<file path="src/core/shp_defs.svh">
`ifndef SHP_DEFS_SVH
`define SHP_DEFS_SVH

// Register byte addresses
`define SHP_WORD0_ADDR     32'hE000_ED18
`define SHP_WORD1_ADDR     32'hE000_ED1C
`define SHP_WORD2_ADDR     32'hE000_ED20
`define SHP_CTRL_ADDR      32'hE000_ED24
`define SHP_IRQ_STAT_ADDR  32'hE000_ED80
`define SHP_IRQ_MASK_ADDR  32'hE000_ED84

// Priority slots: 12 slots for handlers 4 to 15
`define SHP_SLOT_COUNT     12
`define SHP_SLOT_IMPL      12'hD8F
`define SHP_PRI_MSB        7
`define SHP_PRI_LSB        5
`define SHP_PRI_RESET      3'h0

// Control/state field positions
`define SHP_USG_ENA_BIT    18
`define SHP_BUS_ENA_BIT    17
`define SHP_MEM_ENA_BIT    16
`define SHP_PEND_LSB       12
`define SHP_CTRL_WMASK     32'h0007_FD8B
`define SHP_CTRL_RESET     32'h0000_0000
`define SHP_ACT_MASK       12'hD8B

// Interrupt status/mask layout: {svc, bus, mem, usage}
`define SHP_EVT_W          4
`define SHP_EVT_RESET      4'h0
`endif

</file>
<file path="src/core/shp_pkg.sv">
package shp_pkg;
  // Register selected by the bus address
  typedef enum logic [2:0] {
    SEL_NONE  = 3'b000,
    SEL_PRI0  = 3'b001,
    SEL_PRI1  = 3'b010,
    SEL_PRI2  = 3'b011,
    SEL_CTRL  = 3'b100,
    SEL_STAT  = 3'b101,
    SEL_MASK  = 3'b110
  } reg_sel_t;
endpackage

</file>
<file path="src/core/system_handler_priority_state.sv">
`timescale 1ns/10ps
`default_nettype none
`include "shp_defs.svh"
module system_handler_priority_state
  import shp_pkg::*;
#(
  parameter int ADDR_W = 32
) (
  input  wire logic              clk,                     // Core clock, 25 MHz
  input  wire logic              reset_n,                 // Async reset, active low
  input  wire logic [ADDR_W-1:0] addr,                    // Register byte address
  input  wire logic [31:0]       wrData,                  // Write data
  input  wire logic              wrStrobe,                // One-cycle write
  input  wire logic              rdStrobe,                // One-cycle read
  output logic      [31:0]       rdData,                  // Read data, next cycle
  input  wire logic [3:0]        pendSetEv,               // Pend request {svc,bus,mem,usg}
  input  wire logic [3:0]        pendClrEv,               // Pend cleared on entry
  input  wire logic [11:0]       actSetEv,                // Handler entry, ctrl bit order
  input  wire logic [11:0]       actClrEv,                // Handler return, ctrl bit order
  output logic      [2:0]        memmanagePriority,       // Memory fault priority
  output logic      [2:0]        busFaultPriority,        // Bus fault priority
  output logic      [2:0]        usageFaultPriority,      // Usage fault priority
  output logic      [2:0]        reservedPriority,        // Slot 3 priority (handler 7)
  output logic      [2:0]        svcPriority,             // Supervisor call priority
  output logic      [2:0]        monitorPriority,         // Debug monitor priority
  output logic      [2:0]        pendsvPriority,          // Pendable service priority
  output logic      [2:0]        tickPriority,            // Tick timer priority
  output logic                   usage_fault_enable,      // Usage fault enabled
  output logic                   bus_fault_enable,        // Bus fault enabled
  output logic                   memmanage_fault_enable,  // Memory fault enabled
  output logic                   svc_pending,             // Supervisor call pended
  output logic                   bus_fault_pending,       // Bus fault pended
  output logic                   memmanage_pending,       // Memory fault pended
  output logic                   usage_fault_pending,     // Usage fault pended
  output logic                   tick_timer_active,       // Tick handler active
  output logic                   pendable_service_active, // Pendable handler active
  output logic                   debug_monitor_active,    // Monitor handler active
  output logic                   svc_active,              // Supervisor handler active
  output logic                   usage_fault_active,      // Usage handler active
  output logic                   bus_fault_active,        // Bus handler active
  output logic                   memmanage_active,        // Memory handler active
  output logic                   irq                      // Level interrupt
);
  localparam int NSLOT = `SHP_SLOT_COUNT;

  reg_sel_t   sel;
  logic [2:0] slotPrio [NSLOT];
  logic [7:0] slotByte [NSLOT];
  logic [31:0] priWord [3];
  logic [31:0] ctrl_q;
  logic [31:0] ctrl_d;
  logic [31:0] hwSet;
  logic [31:0] hwClr;
  logic [3:0]  pendAcc;
  logic [3:0]  stat_q;
  logic [3:0]  mask_q;
  logic [31:0] rdData_q;
  logic [31:0] rdMux;

  // Address decode, unmapped addresses select nothing
  always_comb begin
    sel = SEL_NONE;
    if (addr == ADDR_W'(`SHP_WORD0_ADDR)) begin
      sel = SEL_PRI0;
    end else if (addr == ADDR_W'(`SHP_WORD1_ADDR)) begin
      sel = SEL_PRI1;
    end else if (addr == ADDR_W'(`SHP_WORD2_ADDR)) begin
      sel = SEL_PRI2;
    end else if (addr == ADDR_W'(`SHP_CTRL_ADDR)) begin
      sel = SEL_CTRL;
    end else if (addr == ADDR_W'(`SHP_IRQ_STAT_ADDR)) begin
      sel = SEL_STAT;
    end else if (addr == ADDR_W'(`SHP_IRQ_MASK_ADDR)) begin
      sel = SEL_MASK;
    end
  end

  for (genvar k = 0; k < NSLOT; k++) begin : g_slot
    priority_slot #(
      .IMPL (1'(`SHP_SLOT_IMPL >> k))
    ) u_slot (
      .clk      (clk),
      .reset_n  (reset_n),
      .wrEn     (wrStrobe && (sel == reg_sel_t'(3'(k / 4 + 1)))),
      .wrByte   (wrData[8*(k%4) +: 8]),
      .prio     (slotPrio[k]),
      .slotByte (slotByte[k])
    );
  end

  // Word view of the slot bytes for readback
  for (genvar w = 0; w < 3; w++) begin : g_word
    assign priWord[w] = {slotByte[4*w+3], slotByte[4*w+2],
                         slotByte[4*w+1], slotByte[4*w]};
  end

  assign memmanagePriority  = slotPrio[0];
  assign busFaultPriority   = slotPrio[1];
  assign usageFaultPriority = slotPrio[2];
  assign reservedPriority   = slotPrio[3];
  // handler slots in words 1, 2
  assign svcPriority        = slotPrio[7];
  assign monitorPriority    = slotPrio[8];
  assign pendsvPriority     = slotPrio[10];
  assign tickPriority       = slotPrio[11];

  assign pendAcc = pendSetEv & {1'b1,
                                ctrl_q[`SHP_BUS_ENA_BIT],
                                ctrl_q[`SHP_MEM_ENA_BIT],
                                ctrl_q[`SHP_USG_ENA_BIT]};

  // Hardware set/clear vectors in control bit positions
  assign hwSet = (32'(pendAcc) << `SHP_PEND_LSB)
               | 32'(actSetEv & `SHP_ACT_MASK);
  assign hwClr = (32'(pendClrEv) << `SHP_PEND_LSB)
               | 32'(actClrEv & `SHP_ACT_MASK);

  // Set beats software write and hardware clear
  always_comb begin
    ctrl_d = ctrl_q;
    if (wrStrobe && sel == SEL_CTRL) begin
      ctrl_d = wrData;
    end
    ctrl_d = ((ctrl_d & ~hwClr) | hwSet) & `SHP_CTRL_WMASK;
  end

  always_ff @(posedge clk or negedge reset_n) begin
    if (!reset_n) begin
      ctrl_q <= `SHP_CTRL_RESET;
    end else begin
      ctrl_q <= ctrl_d;
    end
  end

  assign usage_fault_enable     = ctrl_q[`SHP_USG_ENA_BIT];
  assign bus_fault_enable       = ctrl_q[`SHP_BUS_ENA_BIT];
  assign memmanage_fault_enable = ctrl_q[`SHP_MEM_ENA_BIT];
  assign svc_pending            = ctrl_q[15];
  assign bus_fault_pending      = ctrl_q[14];
  assign memmanage_pending      = ctrl_q[13];
  assign usage_fault_pending    = ctrl_q[12];
  assign tick_timer_active       = ctrl_q[11];
  assign pendable_service_active = ctrl_q[10];
  assign debug_monitor_active    = ctrl_q[8];
  assign svc_active              = ctrl_q[7];
  assign usage_fault_active      = ctrl_q[3];
  assign bus_fault_active        = ctrl_q[1];
  assign memmanage_active        = ctrl_q[0];

  // Sticky event status, write one to clear, new event wins
  always_ff @(posedge clk or negedge reset_n) begin
    if (!reset_n) begin
      stat_q <= `SHP_EVT_RESET;
    end else if (wrStrobe && sel == SEL_STAT) begin
      stat_q <= (stat_q & ~wrData[`SHP_EVT_W-1:0]) | pendAcc;
    end else begin
      stat_q <= stat_q | pendAcc;
    end
  end

  // Interrupt mask, same layout as status
  always_ff @(posedge clk or negedge reset_n) begin
    if (!reset_n) begin
      mask_q <= `SHP_EVT_RESET;
    end else if (wrStrobe && sel == SEL_MASK) begin
      mask_q <= wrData[`SHP_EVT_W-1:0];
    end
  end

  assign irq = |(stat_q & mask_q);

  // Readback mux, unmapped reads return zero
  always_comb begin
    rdMux = 32'h0000_0000;
    case (sel)
      SEL_PRI0: rdMux = priWord[0];
      SEL_PRI1: rdMux = priWord[1];
      SEL_PRI2: rdMux = priWord[2];
      SEL_CTRL: rdMux = ctrl_q;
      SEL_STAT: rdMux = 32'(stat_q);
      SEL_MASK: rdMux = 32'(mask_q);
      default:  rdMux = 32'h0000_0000;
    endcase
  end

  // Data valid only in the cycle after the read strobe
  always_ff @(posedge clk or negedge reset_n) begin
    if (!reset_n) begin
      rdData_q <= 32'h0000_0000;
    end else begin
      rdData_q <= rdStrobe ? rdMux : 32'h0000_0000;
    end
  end

  assign rdData = rdData_q;
endmodule
`default_nettype wire

</file>
<file path="src/core/priority_slot.sv">
`timescale 1ns/10ps
`default_nettype none
`include "shp_defs.svh"
module priority_slot #(
  parameter bit IMPL = 1'b1
) (
  input  wire logic       clk,      // Core clock
  input  wire logic       reset_n,  // Async reset, active low
  input  wire logic       wrEn,     // Write this slot
  input  wire logic [7:0] wrByte,   // Byte lane data
  output logic      [2:0] prio,     // Implemented priority bits
  output logic      [7:0] slotByte  // Byte as software reads it
);
  logic [2:0] prio_q;

  always_ff @(posedge clk or negedge reset_n) begin
    if (!reset_n) begin
      prio_q <= `SHP_PRI_RESET;
    end else if (wrEn && IMPL) begin
      prio_q <= wrByte[`SHP_PRI_MSB:`SHP_PRI_LSB];
    end
  end

  assign prio     = IMPL ? prio_q : 3'h0;
  assign slotByte = {prio, 5'h00};
endmodule
`default_nettype wire

</file>
<file path="config.mk">
export PLATFORM = sky130hd
export DESIGN_NAME = system_handler_priority_state
export DESIGN_NICKNAME = d
export VERILOG_FILES = /design/src/core/shp_pkg.sv /design/src/core/system_handler_priority_state.sv /design/src/core/priority_slot.sv
export VERILOG_INCLUDE_DIRS = /design/src /design/src/core
export SDC_FILE = /design/constraint.sdc
export NUM_CORES = 1
export LEC_CHECK = 0
export BUFFER_PORTS_ARGS = -buffer_cell sky130_fd_sc_hd__buf_2
export CORE_MARGIN = 3
export CORE_UTILIZATION = 30
export DETAILED_ROUTE_END_ITERATION = 10
export SLEW_MARGIN = 20
export SYNTH_ARGS = -nofsm -noshare
export SYNTH_HDL_FRONTEND = slang
export SYNTH_SLANG_ARGS = --single-unit
</file>
<file path="constraint.sdc">
create_clock -name clk -period 2.2 [get_ports clk]
set_clock_uncertainty 0.15 [all_clocks]
set_input_delay 0.22 -clock clk [delete_from_list [all_inputs] [get_ports clk]]
set_output_delay 0.22 -clock clk [all_outputs]
set_load 0.02 [all_outputs]
</file>
Word-level counts from Yosys, hierarchy flattened --
Cells that the tools add are included.
Cells by class: eq/ne operators 12, mux-type cells 10, bitwise logic cells 11, reductions and logical operators 7
Operators with widths (number):
- == test 32 bit (second input constant) | 6
- one-hot mux 32 bit (6 select lines) | 1
- 2-to-1 mux 32 bit | 1
- OR 16 x 12 -> 16 bit | 2
- bitwise AND 19 bit | 1
- 2-to-1 mux 19 bit | 1
- NOT 16 -> 19 bit | 1
- OR 19 x 16 -> 19 bit | 1
- 2-to-1 mux 3 bit | 6
- bitwise AND 4 bit | 3
- == test 3 bit (second input constant) | 3
- OR 4 bit | 2
- == test 3 x 2 -> 1 bit (second input constant) | 2
- logical AND 1 bit | 6
- 2-to-1 mux 4 bit | 1
- NOT 4 bit | 1
- OR reduction 4 bit | 1
- == test 3 x 1 -> 1 bit (second input constant) | 1
Storage, ports and cells: register bits after elaboration 78, bits of input ports 100, output and inout port bits 71, word-level logic and storage cells 52

Longest topological paths before layout --
Gate-level depths: netlist of the first run.
depth after elaboration 12, depth in mapped cells 6, mapped depth without buffers 5

By module --
A second synthesis of the first run with hierarchy kept.
Unflattened totals: cells, all modules 501, area total of the unflattened synthesis 4952.2 sq um
By module, submodules not included:
- system_handler_priority_state | times used 1, cells an instance 333, area an instance 3225.6 sq um, sequential area each 1351.3 sq um
- priority_slot (g_slot[0].u_slot ...) | times used 8, cells an instance 15, area an instance 172.7 sq um, sequential area each 75.1 sq um
- priority_slot (g_slot[4].u_slot ...) | times used 4, cells an instance 12, area an instance 86.3 sq um, sequential area each 0.0 sq um

Least setup slack after synthesis of the first run --
No wires, ideal clock.
path type input to register, start input addr[22], end register mask_q[0], setup time 0.127 ns, arrival time 1.846 ns, required time 1.923 ns, path slack 0.077 ns, cell stages on the path 6, path buffers 1, cell sequence and4bb_2 nand4_4 nor4b_4 and3_1 buf_2 mux2_1
On the way: word-level cells in the longest chain between the ends 9, elaborated cells between the ends (all ways) 14, classes of those cells eq/ne (7); mux (6); reduce/logical (1)
Ends and longest elaborated chain:
- start, declared | line system_handler_priority_state.sv:11 | input wire logic [ADDR_W-1:0] addr,
- == test 32 bit | line system_handler_priority_state.sv:73 | end else if (addr == ADDR_W'(`SHP_IRQ_MASK_ADDR)) begin
- 2-to-1 mux 3 bit | line system_handler_priority_state.sv:73
- 2-to-1 mux 3 bit | line system_handler_priority_state.sv:71 | end else if (addr == ADDR_W'(`SHP_IRQ_STAT_ADDR)) begin
- 2-to-1 mux 3 bit | line system_handler_priority_state.sv:69 | end else if (addr == ADDR_W'(`SHP_CTRL_ADDR)) begin
- 2-to-1 mux 3 bit | line system_handler_priority_state.sv:67 | end else if (addr == ADDR_W'(`SHP_WORD2_ADDR)) begin
- 2-to-1 mux 3 bit | line system_handler_priority_state.sv:65 | end else if (addr == ADDR_W'(`SHP_WORD1_ADDR)) begin
- 2-to-1 mux 3 bit (*) | line system_handler_priority_state.sv:63 | if (addr == ADDR_W'(`SHP_WORD0_ADDR)) begin
- == test 3 bit (*) | line system_handler_priority_state.sv:165 | end else if (wrStrobe && sel == SEL_MASK) begin
- logical AND 1 bit (*) | line system_handler_priority_state.sv:165
- end signal, assigned | line system_handler_priority_state.sv:164 | mask_q <= `SHP_EVT_RESET;
- end signal, assigned | line system_handler_priority_state.sv:166 | mask_q <= wrData[`SHP_EVT_W-1:0];
- end, declared | line system_handler_priority_state.sv:56 | logic [3:0] mask_q;
Every way passes the cells marked *; elsewhere a longest branch is shown, timed or not. A chain may end at the register's enable or synchronous reset.

Worst setup path in the final report of the first run --
start input addr[17], end register g_slot[7].u_slot.prio_q[2]
On the way: word-level cells in the longest chain between the ends 9, elaborated cells between the ends (all ways) 14, classes of those cells eq/ne (7); mux (6); reduce/logical (1)
Ends and longest elaborated chain:
- == test 32 bit | line system_handler_priority_state.sv:73
- 2-to-1 mux 3 bit | line system_handler_priority_state.sv:73
- 2-to-1 mux 3 bit | line system_handler_priority_state.sv:71
- 2-to-1 mux 3 bit | line system_handler_priority_state.sv:69
- 2-to-1 mux 3 bit | line system_handler_priority_state.sv:67
- 2-to-1 mux 3 bit | line system_handler_priority_state.sv:65
- 2-to-1 mux 3 bit (*) | line system_handler_priority_state.sv:63
- == test 3 x 2 -> 1 bit (*) | line system_handler_priority_state.sv:84 | .wrEn (wrStrobe && (sel == reg_sel_t'(3'(k / 4 + 1)))),
- logical AND 1 bit (*) | line system_handler_priority_state.sv:84
- end signal, assigned | line priority_slot.sv:18 | prio_q <= `SHP_PRI_RESET;
- end signal, assigned | line priority_slot.sv:20 | prio_q <= wrByte[`SHP_PRI_MSB:`SHP_PRI_LSB];
- end, declared | line priority_slot.sv:14 | logic [2:0] prio_q;
Marked as above.

==> results_dict.tcl, run 1 <==
set metrics [dict create \
    row_count 36 \
    synth-async-reset-ratio_pct 100 \
    grt_setup_unrepaired "false" \
    slowest_delay_ps 330 \
    cts_tree "yes" \
    cpMostUsedCell "buf_4" \
    power_density_mw_per_mm2 522 \
    cp.buffers_inverters 3 \
    clk_path_buf_depth 2 \
    synth-seq-cells 69 \
    setup_violations 0 \
    antenna_cells 0 \
    status "finished, final reports clean" \
    die_h_um 108 \
    p_clk_share_pct 37.2 \
    intPower_mw 1.89 \
    yosysMostFrequentCell "dfrtp_1" \
    htreeDepth 3 \
    synth_edf_count 0 \
    slew_violations 0 \
    vias 2666 \
    crit_type "in2reg" \
    grt_pass1_vias 2750 \
    ys.flop_type "dfrtp_1" \
    cts_root_buf "clkbuf_8" \
    antenna_found_initial 0 \
    clkSinkCount 69 \
    grt-ovfl-total 0 \
    fin_area_sq_mm 0.00473 \
    multi_input_area_sq_mm 0.00131 \
    p_leak_nw 2.44 \
    fp.dieW_um 108 \
    dieArea_sq_mm 0.0117 \
    min_path_type "in2reg" \
    power_frac_seq_pct 52.1 \
    fillers 929 \
    place_ws_ps -16.4 \
    worstPathRequired_ps 2270 \
    netlist.area_leader.share_pct 55.3 \
    start_util_pct 31.3 \
    grt_pass1_wl_mm 13.7 \
    yosysTopAreaCell "dfrtp_1" \
    syn2layout_area_growth_pct 51.6 \
    ys_seq_area_share_pct 55.3 \
    p_comb_share_pct 10.8 \
    start_kind "input port" \
    avgSynthCellArea_sq_um 13.5 \
    gp_congestion 0.724 \
    irDropWorstVdd_v 0.000220 \
    post_cts_resized 0 \
    drt_iter0_drc 81 \
    critPathArrivalTime_ps 1920 \
    ys_types 39 \
    post-route-drc-count 0 \
    min_period_over_period_pct 84.2 \
    syn_inst 232 \
    critPathMaxFanout 7 \
    yosys-top-cells-count "69 x dfrtp_1, 34 x mux2_2, 18 x nor2_1" \
    place_area_sq_mm 0.00412 \
    seqCellArea_sq_mm 0.00173 \
    synth_area_sq_mm 0.00312 \
    netSwitchingFraction_pct 23.5 \
    crit_path_end_kind "flop" \
    ys_warn_count 0 \
    numCtsBuffers 9 \
    wl_per_cell_um 15.4 \
    hpwl_mm 6.33 \
    reg2reg_slack_ps 1030 \
    firstDrtPassIters 4 \
    drive_gt1_share_pct 49.7 \
    track_usage_pct 15.4 \
    vias_per_cell 4.60 \
    synthTopCellsByArea "dfrtp_1 55%, mux2_2 12%, mux2i_1 3.8%" \
    switching_power_uw 581 \
    cts.clk_slew.worst_paths_ps 60 \
    io_pins 171 \
    setup_ws_ps 347 \
    worstPathCellList "buf_2 > and4bb_2 > nand4_4 > buf_4 > nor4_1 > buf_4 > mux2_2" \
    grt_max_degree 58 \
    port_buffers 142 \
    wl_mm 8.91 \
    antenna_left 0 \
    maxCapViolations 0 \
    critPathTopFamily "simple AND/OR/NAND/NOR gates" \
    final_nets 542 \
    hold_violations 0 \
    postCtsSetupRepairBufs 0 \
    period_needed_ps 1850 \
    slowest_stage "mux2_2" \
    clk_latency_ps 340 \
    fmax_mhz 540 \
    core-area_sq_mm 0.00995 \
]
[sequential cells by signal (all words and copies together) (netlist names)]
register            flops
ctrl_q                 14
g_slot.u_slot.prio     24
mask_q                  4
rdData                 23
stat_q                  4
[through the flow]
step	utilization [%]	total power, mW	std cells	hold slack, ps	setup TNS (ps)
floorplan	-	1.39	240	-226	0
global placement	41.4	1.51	520	-70.9	0
detailed placement	41.4	1.52	520	-68.5	-36.9
CTS	47.5	2.51	580	14.0	0
global route	47.5	2.58	580	68.2	0
finish	47.5	2.47	580	48.7	0
[cell families (layout without fill, tap and decap cells)]
family,after synthesis,count (layout),share of synthesized area (%)
other cells,1,9,0.120
simple gates,61,61,15.1
compound gates,34,34,8.38
flops,69,69,55.3
buf+inv,17,224,3.53
mux,50,50,17.6
[cell type report]
class | count | area share, %
inverter | 1 | 0.0793
tap | 133 | 3.52
clock inverter | 1 | 0.106
clock buffer | 15 | 3.52
timing repair buffer | 207 | 28.5
multi-input combinational | 154 | 27.8
sequential | 69 | 36.5
[timing repair]
action                                  CTS  global route
endpoints found under the setup margin    0             0
hold endpoints to repair                115             0
hold buffers                             44             0
[final timing paths]
kind,startpoint,end,cells after the start
max,addr[17],g_slot[7].u_slot.prio[2],7
max reg2reg,stat_q[3],rdData[3],3
min,wrData[12],ctrl_q[12],3
max in group asynchronous,reset_n,g_slot[7].u_slot.prio[1],3
min reg2reg,ctrl_q[8],rdData[8],1
min in group asynchronous,reset_n,rdData[10],2
[power by group through the flow]
| stage | Sequential (mW) | Combinational (mW) | Clock (mW) |
|---|---|---|---|
| 2_1_floorplan | 1.32 | 0.0663 | 0 |
| 3_3_place_gp | 1.31 | 0.201 | 0 |
| 3_5_place_dp | 1.31 | 0.206 | 0 |
| 4_1_cts | 1.29 | 0.267 | 0.957 |
| 5_1_grt | 1.29 | 0.291 | 0.999 |
| 6_report | 1.29 | 0.266 | 0.919 |
[layout by cell type (no fill, tap or decap), drive strengths merged, types with 3 or more instances in the layout]
cell type      n
mux2i         12
a32oi          5
nand2          5
buf          163
clkbuf        15
o21ai          3
dfrtp         69
a22o           3
dlygate4sd3   44
o21bai         8
a22oi         10
nand3          4
mux2          38
nand4          4
and2           8
conb           9
nor4           7
nor2          18
[routing by layer]
layer	vias up	track usage [%]	part of all wire (%)
li1	1261	-	-
met1	1297	19.4	43
met2	99	24.7	48
met3	9	4.78	7.1
met4	0	6.22	1.7
met5	-	0	0
[worst min-delay path, stage by stage]
cell and delay, ps:
buf_2 80, mux2i_1 60, o21ai_0 130
Power figures use the tool's default switching activity.
==> inputs of run 2 (changes only) <==
==> constraint.sdc (replaced) <==
create_clock -name clk -period 1.56 [get_ports clk]
set_clock_uncertainty 0.15 [all_clocks]
set_input_delay 0.156 -clock clk [delete_from_list [all_inputs] [get_ports clk]]
set_output_delay 0.156 -clock clk [all_outputs]
set_load 0.02 [all_outputs]
==> results_dict.tcl, run 2 (same netlist as run 1, synthesis figures left out) <==
set metrics [dict create \
    status "finished, violations left" \
    violations "setup timing" \
    maxCapViolations 0 \
    grt_max_degree 45 \
    cts.clk_slew.worst_paths_ps 70 \
    power_frac_seq_pct 47.9 \
    gp_congestion 0.782 \
    hpwl_mm 6.84 \
    switching_power_uw 873 \
    start_kind "input port" \
    min_path_type "in2async" \
    min_period_over_period_pct 107 \
    antenna_found_initial 0 \
    row_count 36 \
    grt_pass1_vias 3012 \
    worstPathRequired_ps 1640 \
    syn2layout_area_growth_pct 68.1 \
    setup_ws_ps -111 \
    critPathArrivalTime_ps 1750 \
    p_comb_share_pct 11.0 \
    final_nets 563 \
    drt_iter0_drc 116 \
    numCtsBuffers 9 \
    start_util_pct 31.3 \
    grt_pass1_wl_mm 15.4 \
    place_ws_ps -525 \
    p_leak_nw 2.65 \
    clk_latency_ps 350 \
    antenna_left 0 \
    core-area_sq_mm 0.00995 \
    track_usage_pct 17.4 \
    dp.cells 529 \
    die_h_um 108 \
    hold_violations 0 \
    wl_per_cell_um 16.4 \
    io_pins 171 \
    antenna_cells 0 \
    firstDrtPassIters 4 \
    fmax_mhz 599 \
    post-route-drc-count 0 \
    crit_path_end_kind "flop" \
    drive_gt1_share_pct 55.5 \
    final_common_cell "buf_2" \
    period_needed_ps 1670 \
    wl_mm 9.85 \
    grt-ovfl-total 0 \
    cts_root_buf "clkbuf_8" \
    slew_violations 0 \
    htreeDepth 3 \
    crit_type "in2reg" \
    critPathMaxFanout 7 \
    power_density_mw_per_mm2 722 \
    clkSinkCount 69 \
    intPower_mw 2.91 \
    vias 2770 \
    clk_path_buf_depth 2 \
    p_clk_share_pct 41.2 \
    layout_common_cells "133 x buf_2, 69 x dfrtp_1, 47 x dlygate4sd3_1, 22 x buf_4, 20 x buf_6" \
    fin_cells 600 \
    setup_violations 39 \
    fillers 879 \
    netSwitchingFraction_pct 23.1 \
    dieArea_sq_mm 0.0117 \
    largest_reg_flops 24 \
    irDropWorstVdd_v 0.000626 \
    vias_per_cell 4.62 \
    grt_setup_unrepaired "true" \
    fin_hold_ws_ps 133 \
    cts_tree "yes" \
    port_buffers 142 \
    fp.dieW_um 108 \
]
[run 2: cell types whose count changed in the layout (fill, tap and decap cells not counted), moves of 3 or more]
cell | previous run | this run
buf_4 | 19 | 22
a22oi_2 | 0 | 6
mux2_4 | 0 | 19
nor4_4 | 3 | 7
buf_2 | 141 | 133
a22oi_1 | 10 | 4
dlygate4sd3_1 | 44 | 47
buf_6 | 0 | 20
mux2_2 | 34 | 19
clkbuf_1 | 4 | 0
mux2_1 | 4 | 0
[run 2: power groups by stage]
stage / Sequential (mW) / Combinational, mW / Clock (mW)
after global routing: 1.81 / 0.451 / 1.70
after CTS: 1.81 / 0.413 / 1.62
after detailed placement: 1.85 / 0.308 / 0
after global placement: 1.85 / 0.302 / 0
final: 1.81 / 0.415 / 1.56
after floorplan: 1.86 / 0.0953 / 0
[run 2: final timing paths]
path / start / endpoint / slack (ps) / depth (start not counted)
worst max-delay path: addr[12] / ctrl_q[18] / -110 / 8
worst min-delay path: reset_n / rdData[12] / 130 / 2
worst max register to register: stat_q[1] / rdData[1] / 380 / 3
worst min register to register: ctrl_q[12] / rdData[12] / 370 / 1
max in group asynchronous: reset_n / g_slot[2].u_slot.prio[1] / 580 / 3
min in group clk: wrStrobe / mask_q[3] / 180 / 3
[run 2: final cells by class]
cell class	count	area (sq um)	share of cell area, %
flip-flops and latches	69	1730	32.9
repair buffers	228	1650	31.4
multi-input cells	154	1490	28.3
well taps	133	166	3.17
clock buffers	9	124	2.36
clock inverters	6	88.8	1.69
inverters	1	3.75	0.0716
[run 2: layer usage]
layer | up-vias | global-route usage, % | wire, um
li1 | 1298 | - | -
met1 | 1352 | 20.0 | 3920
met2 | 110 | 31.6 | 5200
met3 | 10 | 5.01 | 638
met4 | 0 | 4.42 | 96
met5 | - | 0 | 0
[run 2: critical path, stage by stage]
cell	delay, ps
buf_6	90
and4bb_2	310
nand4_4	160
buf_12	170
nor4_4	270
buf_6	170
buf_12	130
mux2_4	300
[run 2: repair_timing]
| item | CTS | global route |
|---|---|---|
| hold buffers | 47 | 0 |
| setup buffers | 7 | 1 |
| hold endpoints to repair | 116 | 0 |
| gates cloned | 1 | 0 |
| resized for setup | 22 | 22 |
| endpoints found under the setup margin | 46 | 66 |
| pin swaps | 10 | 17 |
[run 2: metrics by stage]
stage                     util (%)  power (mW)  setup TNS, ps  area [sq um]
after CTS                     51.6        3.84          -1070          5130
after detailed placement      42.8        2.16         -27780          4260
after global placement        42.8        2.15         -25860          4260
after floorplan                  -        1.96         -19600          3230
final                         52.7        3.79          -2370          5250
after global routing          52.7        3.97          -5100          5250
